<file path="src/common/stamp_pkg.sv">
package stamp_pkg;
   // Register indices. Printed offsets are not all multiples of four, so
   // the byte address of a register is four times its index.
   localparam logic [7:0] IDX_SUBSECOND = 8'h40;
   localparam logic [7:0] IDX_SECONDS = 8'h41;
   localparam logic [7:0] IDX_MINUTES = 8'h42;
   localparam logic [7:0] IDX_HOURS = 8'h43;
   localparam logic [7:0] IDX_DAY = 8'h44;
   localparam logic [7:0] IDX_MONTH = 8'h45;
   localparam logic [7:0] IDX_YEAR = 8'h46;
   localparam logic [7:0] IDX_CAUSE = 8'h47;
   localparam logic [7:0] IDX_IRQ_STATUS = 8'h50;
   localparam logic [7:0] IDX_IRQ_MASK = 8'h51;
   localparam int NUM_STAMP_REGS = 8;
   localparam int ADDR_W = 12;

   // Writable bits of each stamp register, slot order 0x40..0x47.
   localparam logic [7:0] MASK_SUBSECOND = 8'h7F;
   localparam logic [7:0] MASK_SECONDS = 8'h7F;
   localparam logic [7:0] MASK_MINUTES = 8'h7F;
   localparam logic [7:0] MASK_HOURS = 8'h7F;
   localparam logic [7:0] MASK_DAY = 8'h3F;
   localparam logic [7:0] MASK_MONTH = 8'h9F;
   localparam logic [7:0] MASK_YEAR = 8'hFF;
   localparam logic [7:0] MASK_CAUSE = 8'h0F;
   localparam logic [7:0] STAMP_RESET = 8'h00;

   // Cause flag positions.
   localparam int POS_LOW_VOLTAGE = 3;
   localparam int POS_TO_BACKUP = 2;
   localparam int POS_TO_MAIN = 1;
   localparam int POS_INPUT_EVENT = 0;

   // Interrupt status bits.
   localparam int IRQ_POS_CAPTURE = 0;
   localparam int IRQ_POS_OVERWRITE = 1;
   localparam int IRQ_W = 2;
   localparam logic [IRQ_W-1:0] IRQ_RESET = 2'h0;

   typedef enum logic [1:0] {
      BUS_IDLE = 2'b00,
      BUS_SETUP = 2'b01,
      BUS_ACCESS = 2'b10
   } bus_phase_t;
endpackage

</file>
<file path="src/cause_encoder.sv">
`timescale 1ns/100ps
// Folds the four trigger strobes into the cause field of the flags register.
module cause_encoder
   import stamp_pkg::*;
(
   input wire logic low_voltage_detect,
   input wire logic to_backup_event,
   input wire logic to_main_event,
   input wire logic input_event,
   output logic [7:0] cause_flags,
   output logic any_cause
);
   always_comb begin
      cause_flags = 8'h00;
      cause_flags[POS_LOW_VOLTAGE] = low_voltage_detect;
      cause_flags[POS_TO_BACKUP] = to_backup_event;
      cause_flags[POS_TO_MAIN] = to_main_event;
      cause_flags[POS_INPUT_EVENT] = input_event;
      any_cause = |cause_flags;
   end
endmodule

</file>
<file path="src/stamp_bank.sv">
`timescale 1ns/100ps
// Eight-byte record with registered read data. A capture loads all
// entries at once and has priority over a software write.
module stamp_bank
   import stamp_pkg::*;
#(
   parameter int DEPTH = NUM_STAMP_REGS
)(
   input wire logic clk,
   input wire logic rst,
   input wire logic capture,
   input wire logic [8*DEPTH-1:0] capture_data,
   input wire logic wr_en,
   input wire logic [2:0] wr_index,
   input wire logic [7:0] wr_data,
   input wire logic [2:0] rd_index,
   output logic [7:0] rd_data
);
   localparam logic [8*NUM_STAMP_REGS-1:0] WMASK = {MASK_CAUSE, MASK_YEAR,
      MASK_MONTH, MASK_DAY, MASK_HOURS, MASK_MINUTES, MASK_SECONDS,
      MASK_SUBSECOND};

   typedef struct packed {
      logic [DEPTH-1:0][7:0] mem;
      logic [7:0] rd;
   } bank_state_t;

   bank_state_t state_reg;
   bank_state_t state_next;

   always_comb begin
      state_next = state_reg;
      for (int i = 0; i < DEPTH; i++) begin
         if (capture) begin
            state_next.mem[i] = capture_data[8*i +: 8] & WMASK[8*i +: 8];
         end else if (wr_en && wr_index == 3'(i)) begin
            state_next.mem[i] = wr_data & WMASK[8*i +: 8];
         end
      end
      state_next.rd = state_reg.mem[rd_index];
   end

   always_ff @(posedge clk or posedge rst) begin
      if (rst) begin
         state_reg <= '0;
      end else begin
         state_reg <= state_next;
      end
   end

   assign rd_data = state_reg.rd;
endmodule

</file>
<file path="src/stamp_slot_two.sv">
// Decided for this implementation: the APB slave port.
`timescale 1ns/100ps
// Overview of operation
// - A capture caused by low-voltage detection sets cause bit 3, else 0.
// - A capture on main-to-backup switchover sets cause bit 2, else 0.
// - A capture on backup-to-main switchover sets cause bit 1, else 0.
// - A capture caused by an event-input transition sets bit 0, else 0.
module stamp_slot_two
   import stamp_pkg::*;
(
   input wire logic clk,
   input wire logic rst,
   input wire logic psel,
   input wire logic penable,
   input wire logic pwrite,
   input wire logic [stamp_pkg::ADDR_W-1:0] paddr,
   input wire logic [31:0] pwdata,
   input wire logic [3:0] pstrb,
   output logic [31:0] prdata,
   output logic pready,
   output logic pslverr,
   input wire logic capture_strobe,
   input wire logic low_voltage_detect,
   input wire logic to_backup_event,
   input wire logic to_main_event,
   input wire logic input_event,
   input wire logic [7:0] now_subsecond,
   input wire logic [7:0] now_seconds,
   input wire logic [7:0] now_minutes,
   input wire logic [7:0] now_hours,
   input wire logic [7:0] now_day,
   input wire logic [7:0] now_month,
   input wire logic [7:0] now_year,
   output logic irq
);
   typedef struct packed {
      bus_phase_t phase;
      logic [IRQ_W-1:0] status;
      logic [IRQ_W-1:0] mask;
      logic [31:0] rdata;
      logic err;
      logic has_record;
   } top_state_t;

   top_state_t state_reg;
   top_state_t state_next;

   logic [7:0] cause_flags;
   logic capture;
   logic [8*NUM_STAMP_REGS-1:0] capture_data;
   logic [7:0] bank_rd;
   logic [9:0] word_index;
   logic aligned;
   logic in_bank;
   logic is_status;
   logic is_mask;
   logic mapped;
   logic setup;
   logic access;
   logic bank_wr;
   logic status_read;
   logic [IRQ_W-1:0] events;

   cause_encoder u_cause (
      .low_voltage_detect(low_voltage_detect),
      .to_backup_event(to_backup_event),
      .to_main_event(to_main_event),
      .input_event(input_event),
      .cause_flags(cause_flags),
      .any_cause()
   );

   // A capture strobe with no cause is still taken; the flags all read 0.
   assign capture = capture_strobe;
   assign capture_data = {cause_flags, now_year, now_month, now_day,
      now_hours, now_minutes, now_seconds, now_subsecond};

   assign word_index = paddr[ADDR_W-1:2];
   assign aligned = paddr[1:0] == 2'b00;
   assign in_bank = aligned
      && word_index[9:3] == {2'b00, IDX_SUBSECOND[7:3]};
   assign is_status = aligned && word_index == {2'b00, IDX_IRQ_STATUS};
   assign is_mask = aligned && word_index == {2'b00, IDX_IRQ_MASK};
   assign mapped = in_bank || is_status || is_mask;

   // Read data from the bank is registered, so every access takes one
   // wait cycle: setup, then two access cycles, the second one ready.
   assign setup = psel && !penable;
   assign access = psel && penable && state_reg.phase == BUS_ACCESS;
   assign bank_wr = setup && pwrite && in_bank && pstrb[0];
   assign status_read = access && !pwrite && is_status;

   stamp_bank #(
      .DEPTH(NUM_STAMP_REGS)
   ) u_bank (
      .clk(clk),
      .rst(rst),
      .capture(capture),
      .capture_data(capture_data),
      .wr_en(bank_wr),
      .wr_index(word_index[2:0]),
      .wr_data(pwdata[7:0]),
      .rd_index(word_index[2:0]),
      .rd_data(bank_rd)
   );

   always_comb begin
      state_next = state_reg;
      events = '0;
      events[IRQ_POS_CAPTURE] = capture;
      events[IRQ_POS_OVERWRITE] = capture && state_reg.has_record;
      unique case (state_reg.phase)
         BUS_IDLE: begin
            if (setup) begin
               state_next.phase = BUS_SETUP;
               state_next.err = !mapped;
               if (pwrite && pstrb[0]) begin
                  if (is_mask) begin
                     state_next.mask = pwdata[IRQ_W-1:0];
                  end
               end
            end
         end
         BUS_SETUP: begin
            state_next.phase = BUS_ACCESS;
            state_next.rdata = 32'h0000_0000;
            if (!pwrite) begin
               if (in_bank) begin
                  state_next.rdata = {24'h00_0000, bank_rd};
               end else if (is_status) begin
                  // An event landing now is shown as well, since the clear
                  // at the end of this read would otherwise swallow it.
                  state_next.rdata = {{(32-IRQ_W){1'b0}},
                     state_reg.status | events};
               end else if (is_mask) begin
                  state_next.rdata = {{(32-IRQ_W){1'b0}}, state_reg.mask};
               end
            end
         end
         BUS_ACCESS: begin
            state_next.phase = BUS_IDLE;
         end
         default: begin
            state_next.phase = BUS_IDLE;
         end
      endcase
      // Read of the status register clears it, but a new event wins.
      if (status_read) begin
         state_next.status = '0;
      end
      state_next.status = state_next.status | events;
      if (capture) begin
         state_next.has_record = 1'b1;
      end
   end

   always_ff @(posedge clk or posedge rst) begin
      if (rst) begin
         state_reg <= '{phase: BUS_IDLE, status: IRQ_RESET, mask: IRQ_RESET,
            rdata: 32'h0000_0000, err: 1'b0, has_record: 1'b0};
      end else begin
         state_reg <= state_next;
      end
   end

   assign pready = psel && penable && state_reg.phase == BUS_ACCESS;
   assign pslverr = pready && state_reg.err;
   assign prdata = state_reg.rdata;
   assign irq = |(state_reg.status & state_reg.mask);
endmodule

</file>
<file path="config.mk">
export PLATFORM = sky130hd
export DESIGN_NAME = stamp_slot_two
export DESIGN_NICKNAME = d
export VERILOG_FILES = /design/src/common/stamp_pkg.sv /design/src/cause_encoder.sv /design/src/stamp_bank.sv /design/src/stamp_slot_two.sv
export SDC_FILE = /design/constraint.sdc
export NUM_CORES = 1
export LEC_CHECK = 0
export BUFFER_PORTS_ARGS = -buffer_cell sky130_fd_sc_hd__buf_2
export CAP_MARGIN = 20
export CORE_MARGIN = 1.5
export CORE_UTILIZATION = 54
export CTS_CLUSTER_DIAMETER = 30
export DETAILED_ROUTE_END_ITERATION = 16
export PLACE_DENSITY = 0.86
export SETUP_SLACK_MARGIN = 0.15
export SLEW_MARGIN = 20
export SYNTH_ARGS = -nofsm -noshare
export SYNTH_HDL_FRONTEND = slang
export SYNTH_SLANG_ARGS = --single-unit
</file>
<file path="constraint.sdc">
create_clock -name clk -period 4.6 [get_ports clk]
set_input_delay 0.23 -clock clk [delete_from_list [all_inputs] [get_ports clk]]
set_output_delay 0.23 -clock clk [all_outputs]
set_load 0.005 [all_outputs]
</file>
==> After elaboration in Yosys (flattened, before gate mapping) <==
Cells that the tools add are included.
{ "classes": {"n_lt_le_gt_ge": 1, "n_eq_ne": 13, "bitwise": 3, "n_mux": 25, "reduce_logical": 41} }
{ "ops": {"columns": ["op", "count"], "rows": [
  ["2-to-1 mux 8 bit", 19],
  ["binary-select mux 8 bit (select 3 bit)", 1],
  ["logical AND 1 bit", 22],
  ["equality test 10 x 7 -> 1 bit, second input constant", 2],
  ["nonzero test 2 bit", 8],
  ["equality test 3 bit, second input constant", 4],
  ["2-to-1 mux 2 bit", 4],
  ["equality test 7 x 4 -> 1 bit, second input constant", 1],
  ["equality test 3 x 2 -> 1 bit, second input constant", 2],
  ["logical NOT 2 bit", 2],
  ["less-than comparator 3 x 4 -> 1 bit, second input constant", 1],
  ["OR 2 bit", 2],
  ["case mux 2 bit (2 select lines)", 1],
  ["AND reduction 4 bit", 1],
  ["equality test 3 x 1 -> 1 bit, second input constant", 1],
  ["logical NOT 1 bit", 3],
  ["logical NOT 3 bit", 1],
  ["AND 2 bit", 1],
  ["equality test 2 x 1 -> 1 bit, second input constant", 1],
  ["equality test 2 bit, second input constant", 1],
  ["logical OR 1 bit", 2],
  ["!= test 2 bit, second input constant", 1],
  ["AND reduction 2 bit", 1],
  ["OR reduction 2 bit", 1]
]} }
{ "totals": {"in_bits": 114, "register_bits": 112, "output_inout_bits": 35} }

==> Depth between registers and ports, before layout <==
Gate-level depths: netlist (run 1).
{ "logic_depth": {"depth_word": 8, "ltp_mapped": 7} }

==> By module <==
A second synthesis (run 1) with hierarchy kept.
{ "hier_totals": {"hier_cells": 410, "area_unflattened_um2": 4282.9} }
{ "modules_own_cells": {"columns": ["module", "n_inst", "seq_area_each_um2", "cells_per_inst", "area_per_inst_um2"], "rows": [
  ["stamp_bank", 1, 1501.4, 290, 3181.8],
  ["stamp_slot_two", 1, 400.4, 110, 1029.7],
  ["cause_encoder", 1, 0.0, 10, 71.3]
]} }

==> Worst setup path before layout (run 1) <==
No wires, ideal clock.
{ "synth_path": {"path_kind": "in2reg", "startpoint": "input paddr[9] in the netlist's numbering", "endpoint": "register u_bank.state_reg[32] in the netlist's numbering", "t_required_ns": 4.531, "path_slack_ns": 2.497, "setup_ns": 0.069, "stages": 6, "t_arrival_ns": 2.034, "cell_sequence": "or4b_1 > buf_4 > or4_4 > buf_6 > or3b_1 > nand3_1"} }
{ "synth_via": {"elab_chain_len": 6} }
{ "synth_lines": {"columns": ["element", "line", "source"], "rows": [
  ["from (decl)", "stamp_slot_two.sv:16", "input wire logic [stamp_pkg::ADDR_W-1:0] paddr,"],
  ["equality test 7 x 4 -> 1 bit", "stamp_slot_two.sv:81", "&& word_index[9:3] == {2'b00, IDX_SUBSECOND[7:3]};"],
  ["logical AND 1 bit", "stamp_slot_two.sv:81", null],
  ["logical AND 1 bit (2 in series)", "stamp_slot_two.sv:90", "assign bank_wr = setup && pwrite && in_bank && pstrb[0];"],
  ["logical AND 1 bit", "stamp_bank.sv:36", "end else if (wr_en && wr_index == 3'(i)) begin"],
  ["nonzero test 2 bit (no source line)", null, null],
  ["to (signal assigned)", "stamp_bank.sv:47", "state_reg <= state_next;"],
  ["to (decl)", "stamp_bank.sv:28", "bank_state_t state_reg;"]
]} }
Every way passes these cells.
A chain may end at the register's enable or synchronous reset.

==> Final worst setup path (run 1) <==
{ "layout_path": {"startpoint": "input paddr[9] in the netlist's numbering", "endpoint": "register u_bank.state_reg[21] in the netlist's numbering"} }
The elaborated chain is that of the path after synthesis.

==> results of run 1 <==
cells in the mapped netlist, types with 2 or more instances:
master	instances
clkbuf_1	26
or4bb_1	2
a21oi_1	22
mux2_2	8
or3b_2	3
mux2i_1	26
inv_1	3
a22o_1	8
or4_1	3
nand3_1	8
nand3b_1	7
nor2b_1	26
buf_2	2
nand4b_1	4
nor4_4	3
a31oi_1	24
or3b_1	4
mux4_2	11
o21ai_0	51
nand2_1	36
nand2b_1	3
buf_6	2
nor2_1	7
buf_4	33
dfrtp_1	76
or4_4	2
or2_2	2
stage by stage:
stage                     hold slack (ps)  instance area (um^2)  util (%)  instances  worst slack, ps
final                                86.3                  4880      63.4        587             2280
after global routing                 78.2                  4880      63.4        587             2280
after CTS                            79.9                  4880      63.4        587             2350
after detailed placement              441                  4580      59.6        571             2080
after global placement                435                  4580      59.6        571             2100
after floorplan                       336                  4360         -        441             2430
power by group:
part / internal (mW) / switching (mW) / leakage (nW)
combinational: 0.0948 / 0.122 / 1.08
sequential: 0.719 / 0.0267 / 0.911
clock: 0.486 / 0.251 / 0.147
total: 1.30 / 0.400 / 2.13
layout make-up:
class                   count  area, um^2
clock inverters             6         159
fillers                   620        2810
flip-flops and latches     76        1900
clock buffers              10         138
repair buffers             92         468
multi-input cells         298        2070
inverters                   3        11.3
well taps                 102         128
per-layer routing:
metal  routed length, um  global-route usage (%)
met1                4290                    35.2
met5                   0                       0
met4                 316                    10.3
met3                 882                    6.47
met2                4880                    39.6
layout by cell type (no fill, tap or decap), types with 10 or more instances in the layout:
cell type,Yosys,final
conb_1,1,24
a21oi_1,22,22
nor2b_1,26,26
dfrtp_1,76,76
a31oi_1,24,24
clkbuf_8,0,10
nand2_1,36,36
mux4_2,11,11
o21ai_0,51,51
mux2i_1,26,26
buf_2,2,89
logic make-up after synthesis:
group	Yosys count	synth area share [%]
mux	45	14.0
simple gates	121	18.1
flops	76	44.5
other cells	1	0.0877
compound gates	108	14.2
buf+inv	67	9.19
final timing paths:
check	startpoint	endpoint	slack, ps
hold / removal	now_year[4]	u_bank.state_reg[60]$_DFFE_PP0P_	90
min in group asynchronous	rst	prdata[1]$_DFFE_PP0N_	140
hold reg to reg	u_bank.rd_data[3]$_DFF_PP0_	prdata[3]$_DFFE_PP0N_	460
setup / recovery	paddr[9]	u_bank.state_reg[21]$_DFFE_PP0P_	2280
setup reg to reg	state_reg[39]$_DFFE_PP0P_	prdata[7]$_DFFE_PP0N_	2800
max in group asynchronous	rst	u_bank.state_reg[18]$_DFFE_PP0P_	3840
critical path, delay by kind of cell:
| kind | cells | cell delay, ps |
|---|---|---|
| and+or+nand+nor | 2 | 1690 |
| buffers and inverters | 1 | 90 |
| AOI/OAI and AO/OA | 2 | 510 |
==> flow_metrics.tcl, run 1 <==
set metrics [dict create \
    initial_core_util_pct 55.6 \
    cellLeakagePower_nw 2.13 \
    syn_inst 418 \
    fin_setup_tns_ps 0 \
    area_growth_pct 14.1 \
    vias 3542 \
    synth_top_area_share_pct 44.5 \
    async_flop_share_pct 100 \
    die_w_um 92.0 \
    drtIter0Drc 538 \
    status "finished clean" \
    antenna_found_initial 0 \
    drv_slew 0 \
    clockBufferDepth 2 \
    synth.distinct_cells 43 \
    critical_path_class "input port to flop" \
    crit_required_ps 4810 \
    synth.avg_cell_area_um2 10.2 \
    clk_latency_ps 340 \
    r2r_cells 4 \
    core_area_mm2 0.00769 \
    first_global_vias 3318 \
    gr-usage-all-layers_pct 25.8 \
    ys.flop_type "dfrtp_1" \
    numCtsBuffers 9 \
    synth_area_leaders "dfrtp_1, mux2i_1, o21ai_0" \
    routed_wl_um 10400 \
    end_kind "flop" \
    timing.fmax_ghz 0.432 \
    firstDrtPassIters 5 \
    hpwl_um 6840 \
    cts.repair.resized 0 \
    io_pins 149 \
    cts_setup_buffers 0 \
    htreeDepth 3 \
    yosysSeqAreaShare_pct 44.5 \
    largest_reg_flops 52 \
    drcViolationCount 0 \
    clock-sinks 76 \
    synth_edf_count 0 \
    gp_congestion 0.838 \
    ant_nets 0 \
    rows 32 \
    worstMarginPinSlew_ps 1000 \
    drv_cap 0 \
    startpoint_type "input port" \
    synth_largest_area_cell "dfrtp_1" \
    dieArea_mm2 0.00846 \
    ys_ff_latch 76 \
    viasPerCell 6.03 \
    critPathSlowestCell "or4_1" \
    synth_area_mm2 0.00427 \
    nets 594 \
    tritoncts "built" \
    drive_gt1_share_pct 29.1 \
    grt_remaining_overflow 0 \
    finClkSkew_ps 6.13 \
    cpPeakStageDelay_ps 910 \
    worstPathArrival_ps 2530 \
    final-hold-violation-count 0 \
    port_buffers 89 \
    grt_max_degree 117 \
    fp.dieH_um 92.0 \
    post_drt_wl_per_cell_um 17.7 \
    path_clk_slew_ps 80 \
    vdd_drop_max_v 0.000187 \
    p_total_mw 1.70 \
    power_density_mw_per_mm2 349 \
    crit_fanout 21 \
    cts_root_buf "clkbuf_8" \
    n_antenna_cell 0 \
    grt_setup_unrepaired "no" \
    layout_min_cycle_time_ps 2320 \
    yosys_warnings 0 \
    ctsHoldBuffers 0 \
    setup_viol_count_final 0 \
    whs_path_depth 3 \
    crit_chain "buf_2 > or4b_1 > or4_1 > o21ai_0 > a21oi_1" \
    hold_path.class "input port to flop" \
    finalCritPeriodShare_pct 50.3 \
    slew_headroom_pct 33.0 \
    grt_pass1_wl_um 16700 \
]
Note: power is estimated with default switching activity, not from simulation.
==> inputs of run 2 (changes only) <==
--- a/config.mk
+++ b/config.mk
@@ -5,13 +5,14 @@
 export SDC_FILE = /design/constraint.sdc
 export NUM_CORES = 1
 export LEC_CHECK = 0
+export ABC_AREA = 1
 export BUFFER_PORTS_ARGS = -buffer_cell sky130_fd_sc_hd__buf_2
 export CAP_MARGIN = 20
 export CORE_MARGIN = 1.5
-export CORE_UTILIZATION = 54
+export CORE_UTILIZATION = 51
 export CTS_CLUSTER_DIAMETER = 30
 export DETAILED_ROUTE_END_ITERATION = 16
-export PLACE_DENSITY = 0.86
+export PLACE_DENSITY = 0.82
 export SETUP_SLACK_MARGIN = 0.15
 export SLEW_MARGIN = 20
 export SYNTH_ARGS = -nofsm -noshare
==> constraint.sdc (replaced) <==
create_clock -name clk -period 2.2 [get_ports clk]
set_input_delay 0.11 -clock clk [delete_from_list [all_inputs] [get_ports clk]]
set_output_delay 0.11 -clock clk [all_outputs]
set_load 0.005 [all_outputs]
==> run 2 against run 1 <==
  * Sequential cell count is the same
  * Highest routed layer unchanged
  * Largest power group unchanged
  * Area after synthesis grew 5.1%
  * Global-route usage shrank 2.2 points
==> flow_metrics.tcl, run 2 <==
set metrics [dict create \
    status "finished clean" \
    first_global_vias 3779 \
    vias 4129 \
    dieArea_mm2 0.00938 \
    crit_start "state_reg[38]$_DFFE_PP0P_" \
    final-hold-violation-count 0 \
    gr-usage-met1_pct 31.3 \
    post_drt_wl_per_cell_um 13.5 \
    rr_startpoint "state_reg[38]$_DFFE_PP0P_" \
    synth.avg_cell_area_um2 7.34 \
    final_common_cell "nand2_1" \
    synth_edf_count 0 \
    area_growth_pct 14.2 \
    clock-sinks 76 \
    grt_max_degree 57 \
    fin_setup_tns_ps 0 \
    cts_root_buf "clkbuf_8" \
    hold_path.class "input port to flop" \
    critical_path_class "flop to flop" \
    grt_pass1_wl_um 17700 \
    worstHoldStart "pwdata[1]" \
    initial_core_util_pct 52.0 \
    die_w_um 96.9 \
    power_density_mw_per_mm2 651 \
    timing.fmax_ghz 0.735 \
    slew_headroom_pct 54.1 \
    finalCritPeriodShare_pct 61.8 \
    setup_viol_count_final 0 \
    p_comb_share_pct 15.4 \
    viasPerCell 5.13 \
    path_delay_family "buffers and inverters" \
    vdd_drop_max_v 0.000278 \
    fp.dieH_um 96.9 \
    internal-power_mw 2.44 \
    critPathSlowestCell "dfrtp_1" \
    crit_fanout 9 \
    numCtsBuffers 9 \
    tritoncts "built" \
    synth_top_area_share_pct 42.3 \
    async_flop_share_pct 100 \
    grt_setup_unrepaired "no" \
    n_antenna_cell 0 \
    worstPathArrival_ps 1600 \
    yosysSeqAreaShare_pct 42.3 \
    startpoint_type "flop" \
    p_sw_share_pct 26.8 \
    drv_slew 0 \
    synth_largest_area_cell "dfrtp_1" \
    largest_reg_flops 52 \
    yosys.cell_count.top_type "nand2_1" \
    grt_use_met2_pct 39.2 \
    worstMarginPinSlew_ps 687 \
    p_seq_share_pct 47.8 \
    gp_congestion 0.887 \
    rows 34 \
    clk_latency_ps 350 \
    critPathBufInv 4 \
    drtIter0Drc 325 \
    synth_area_leaders "dfrtp_1, nand2_1, nand3_1" \
    ys.flop_type "dfrtp_1" \
    finish.utilization_pct 59.4 \
    drcViolationCount 0 \
    port_buffers 89 \
    ys_ff_latch 76 \
    htreeDepth 3 \
    grt-busiest-layer "met2" \
    cellLeakagePower_nw 2.98 \
    grt_remaining_overflow 0 \
    final_area_mm2 0.00513 \
    grt_use_met3_pct 3.40 \
    postPlaceCellArea_mm2 0.00487 \
    nets 806 \
    firstDrtPassIters 5 \
    io_pins 149 \
    path_clk_slew_ps 80 \
    yosys_warnings 0 \
    synth.distinct_cells 33 \
    ant_nets 0 \
    drive_gt1_share_pct 21.7 \
    core_area_mm2 0.00864 \
    hpwl_um 7920 \
    routed_wl_um 10900 \
    antenna_found_initial 0 \
    cpPeakStageDelay_ps 380 \
    syn_inst 612 \
    cts.repair.resized 0 \
    mostFrequentLayoutCells "nand2_1, buf_2, dfrtp_1" \
    crit_path_frequent_cell "nand2_1" \
    power_frac_clock_pct 36.8 \
    placed_cells 787 \
    synth_area_mm2 0.00449 \
    crit_chain "inv_1 > nor2_2 > inv_2 > or2_1 > clkinv_1 > nand2_1 > inv_1 > nand2_1 > nand2_1" \
    end_kind "flop" \
    fin_cells 805 \
    gr-usage-all-layers_pct 23.5 \
    synthTopCellsByCount "nand2_1, dfrtp_1, nand3_1, buf_4, inv_1" \
    p_sw_mw 0.896 \
    finClkSkew_ps 10.2 \
    crit_required_ps 2440 \
    clockBufferDepth 2 \
    drv_cap 0 \
    layout_min_cycle_time_ps 1360 \
]
run 2: changes by cell type after synthesis, moves of 24 or more:
cell and delta:
o21ai_0 -51, nor2b_1 -26, mux2i_1 -26, clkbuf_1 -24, nand2_1 +273, nand3_1 +55
run 2: cells by family after synthesis:
kind of cell / share of synthesized area [%]
AOI/OAI and AO/OA: 2.53
DFF: 42.3
buffers and inverters: 10.3
other: 0.0835
and+or+nand+nor: 44.7
run 2: worst paths after layout:
check,endpoint,slack (ps),cells after the start
max in group asynchronous,u_bank.state_reg[48]$_DFFE_PP0P_,1140,4
worst max register to register,prdata[0]$_DFFE_PP0N_,840,9
worst max-delay path,prdata[0]$_DFFE_PP0N_,840,9
worst min-delay path,state_reg[35]$_DFFE_PP0P_,8,3
min in group asynchronous,state_reg[39]$_DFFE_PP0P_,410,3
worst min register to register,prdata[2]$_DFFE_PP0N_,490,2
run 2: area by class of cell:
cell class | instances | area [um^2]
well taps | 108 | 135
inverters | 26 | 103
clock buffers | 13 | 169
clock inverters | 3 | 67.6
fillers | 774 | 3510
flip-flops and latches | 76 | 1900
repair buffers | 99 | 538
multi-input cells | 480 | 2210
run 2: what timing repair did:
action                    CTS  global route
hold buffers                2             0
hold endpoints to repair   31             0
setup buffers               0             0
run 2: through the flow:
step | hold slack, ps | setup slack (ps) | total power [mW]
global route | 8.71 | 722 | 3.48
CTS | 2.82 | 847 | 3.34
finish | 7.51 | 839 | 3.34
global placement | 244 | 711 | 2.10
detailed placement | 249 | 616 | 2.12
floorplan | 240 | 152 | 1.97
run 2: worst reg2reg max path: cells and delay by family (launching register included):
family	cells	cell delay [ps]
buffers and inverters	4	450
and+or+nand+nor	5	410
DFF	1	380
run 2: per-layer routing:
layer / part of all wire [%] / wire (um)
met2: 49 / 5320
met4: 1.4 / 148
met3: 5.9 / 646
met5: 0 / 0
met1: 44 / 4770
run 2: power by group through the flow:
stage	sequential [mW]	combinational [mW]	clock [mW]
4_1_cts	1.59	0.514	1.24
2_1_floorplan	1.59	0.377	0
3_5_place_dp	1.61	0.507	0
3_3_place_gp	1.61	0.491	0
6_report	1.59	0.515	1.23
5_1_grt	1.60	0.582	1.29
==> inputs of run 3 (changes only) <==
--- a/config.mk
+++ b/config.mk
@@ -9,10 +9,10 @@
 export BUFFER_PORTS_ARGS = -buffer_cell sky130_fd_sc_hd__buf_2
 export CAP_MARGIN = 20
 export CORE_MARGIN = 1.5
-export CORE_UTILIZATION = 51
+export CORE_UTILIZATION = 46
 export CTS_CLUSTER_DIAMETER = 30
 export DETAILED_ROUTE_END_ITERATION = 16
-export PLACE_DENSITY = 0.82
+export PLACE_DENSITY = 0.78
 export SETUP_SLACK_MARGIN = 0.15
 export SLEW_MARGIN = 20
 export SYNTH_ARGS = -nofsm -noshare
==> constraint.sdc (replaced) <==
create_clock -name clk -period 1.1 [get_ports clk]
set_input_delay 0.055 -clock clk [delete_from_list [all_inputs] [get_ports clk]]
set_output_delay 0.055 -clock clk [all_outputs]
set_load 0.005 [all_outputs]
==> run 3 against run 2 <==
  * The flow now finishes with violations (negative hold slack, negative setup slack)
  * Clock-buffer cell count decreased by 2
  * Setup slack got worse by 1000 ps
  * Power increased by 100%
  * Global-route usage decreased by 0.70 points
  * Final cell count increased by 7.6%
  * Critical path depth decreased by 4
  * Sequential power increased by 100%
  * Hold slack got worse by 9.3 ps
  * Routed wire length increased by 5.1%
  * Largest cell class unchanged
==> flow_metrics.tcl, run 3 (synthesis gave the netlist of run 2 again) <==
set metrics [dict create \
    status "complete, but fails checks" \
    failed_checks "negative hold slack, negative setup slack" \
    gr-usage-all-layers_pct 22.8 \
    rows 35 \
    cpPeakStageDelay_ps 390 \
    first_global_vias 3892 \
    grt_pass1_wl_um 18300 \
    critical_path_class "flop to output pin" \
    drtIter0Drc 295 \
    critPathSlowestCell "dfrtp_1" \
    drv_cap 0 \
    port_buffers 89 \
    ant_nets 0 \
    setup_viol_count_final 13 \
    final-hold-violation-count 2 \
    nets 847 \
    finalCritPeriodShare_pct 116 \
    grt_remaining_overflow 0 \
    routed_wl_um 11400 \
    clk_latency_ps 350 \
    n_antenna_cell 0 \
    mostFrequentLayoutCells "nand2_1, buf_2, dfrtp_1" \
    p_sw_share_pct 27.3 \
    numCtsBuffers 9 \
    p_total_mw 6.71 \
    initial_core_util_pct 47.9 \
    vdd_drop_max_v 0.000669 \
    crit_required_ps 1040 \
    fin_setup_tns_ps -1640 \
    drv_slew 0 \
    p_comb_share_pct 18.0 \
    clockBufferDepth 2 \
    cellLeakagePower_nw 3.22 \
    fp.dieH_um 102 \
    regToRegSetupSlack_ps -170 \
    die_w_um 102 \
    firstDrtPassIters 6 \
    r2r_end "prdata[0]$_DFFE_PP0N_" \
    r2r_cells 10 \
    antenna_found_initial 0 \
    internal-power_mw 4.88 \
    finClkSkew_ps 10.4 \
    p_seq_share_pct 47.3 \
    viasPerCell 4.97 \
    gp_congestion 0.911 \
    hold_path.class "input port to flop" \
    whs_path_depth 5 \
    drcViolationCount 0 \
    grt_setup_unrepaired "yes" \
    final_common_cell "nand2_1" \
    dieArea_mm2 0.0104 \
    io_pins 149 \
    end_kind "output pin" \
    rr_startpoint "state_reg[38]$_DFFE_PP0P_" \
    post_drt_wl_per_cell_um 13.2 \
    crit_chain "inv_2 > buf_6 > nand4_1 > nor2_1 > buf_2" \
    tritoncts "built" \
    area_growth_pct 25.5 \
    timing.fmax_ghz 0.784 \
    power_density_mw_per_mm2 1190 \
    endpoint "pslverr" \
    htreeDepth 3 \
    path_clk_slew_ps 80 \
    crit_start "state_reg[38]$_DFFE_PP0P_" \
    grt_max_degree 53 \
    holdWs_ps -1.79 \
    power_frac_clock_pct 34.6 \
    hpwl_um 8530 \
    worstPathArrival_ps 1220 \
    num-fill-cells 877 \
    clock-sinks 76 \
    crit_fanout 3 \
    core_area_mm2 0.00937 \
    p_sw_mw 1.83 \
    drive_gt1_share_pct 26.1 \
    layout_min_cycle_time_ps 1280 \
    fin_ws_ps -176 \
    startpoint_type "flop" \
    largest_reg_flops 52 \
    cts_root_buf "clkbuf_8" \
    vias 4304 \
]
run 3: what timing repair did:
| item | in CTS | in global routing |
|---|---|---|
| hold buffers | 11 | 0 |
| pin swaps | 6 | 8 |
| endpoints found under the setup margin | 18 | 19 |
| endpoints found under the hold margin | 25 | 0 |
| buffers inserted | 6 | 0 |
| resized for setup | 6 | 7 |
run 3: worst min-delay path by stage:
| stage | to | slack [ps] | from |
|---|---|---|---|
| global placement | state_reg[39]$_DFFE_PP0P_ | 80 | rst |
| finish | u_bank.state_reg[50]$_DFFE_PP0P_ | -2 | now_month[2] |
| detailed placement | state_reg[38]$_DFFE_PP0P_ | 80 | rst |
| CTS | u_bank.state_reg[52]$_DFFE_PP0P_ | 0.4 | now_month[4] |
| floorplan | state_reg[34]$_DFFE_PP0P_ | 180 | pwdata[0] |
| global route | u_bank.state_reg[19]$_DFFE_PP0P_ | 20 | now_seconds[3] |
run 3: through the flow:
step                instance area [um^2]  setup slack, ps  hold slack, ps  instances  utilization, %
floorplan                           4580            -1.48             185        635               -
global placement                    5220            -83.3            76.4        834            55.7
detailed placement                  5220             -105            83.8        834            55.7
CTS                                 5620             -175           0.397        866            60.0
global route                        5640             -252            18.0        866            60.1
finish                              5640             -176           -1.79        866            60.1
run 3: power by group through the flow:
stage | clock [mW] | sequential, mW | combinational [mW]
final | 2.32 | 3.18 | 1.21
after global routing | 2.44 | 3.20 | 1.36
after CTS | 2.33 | 3.17 | 1.20
after detailed placement | 0 | 3.22 | 1.15
after global placement | 0 | 3.21 | 1.12
after floorplan | 0 | 3.18 | 0.755
run 3: area by class of cell:
type	instances	area, um^2	area share [%]
Inverter	26	111	1.98
Sequential cell	76	1900	33.7
Clock inverter	4	73.8	1.31
Clock buffer	11	141	2.51
Multi-Input combinational cell	480	2250	39.9
Tap cell	129	161	2.86
Timing Repair Buffer	140	997	17.7
run 3: critical path: cells and delay by family (launching register included):
kind,cells,cell delay (ps)
buf+inv,3,270
flops,1,390
simple gates,2,210
run 3: layer usage:
metal | up-vias | track usage, % | wire (um)
li1 | 2122 | - | -
met1 | 1972 | 30.0 | 4930
met2 | 190 | 37.1 | 5390
met3 | 20 | 5.54 | 836
met4 | 0 | 8.32 | 289
met5 | - | 0 | 0
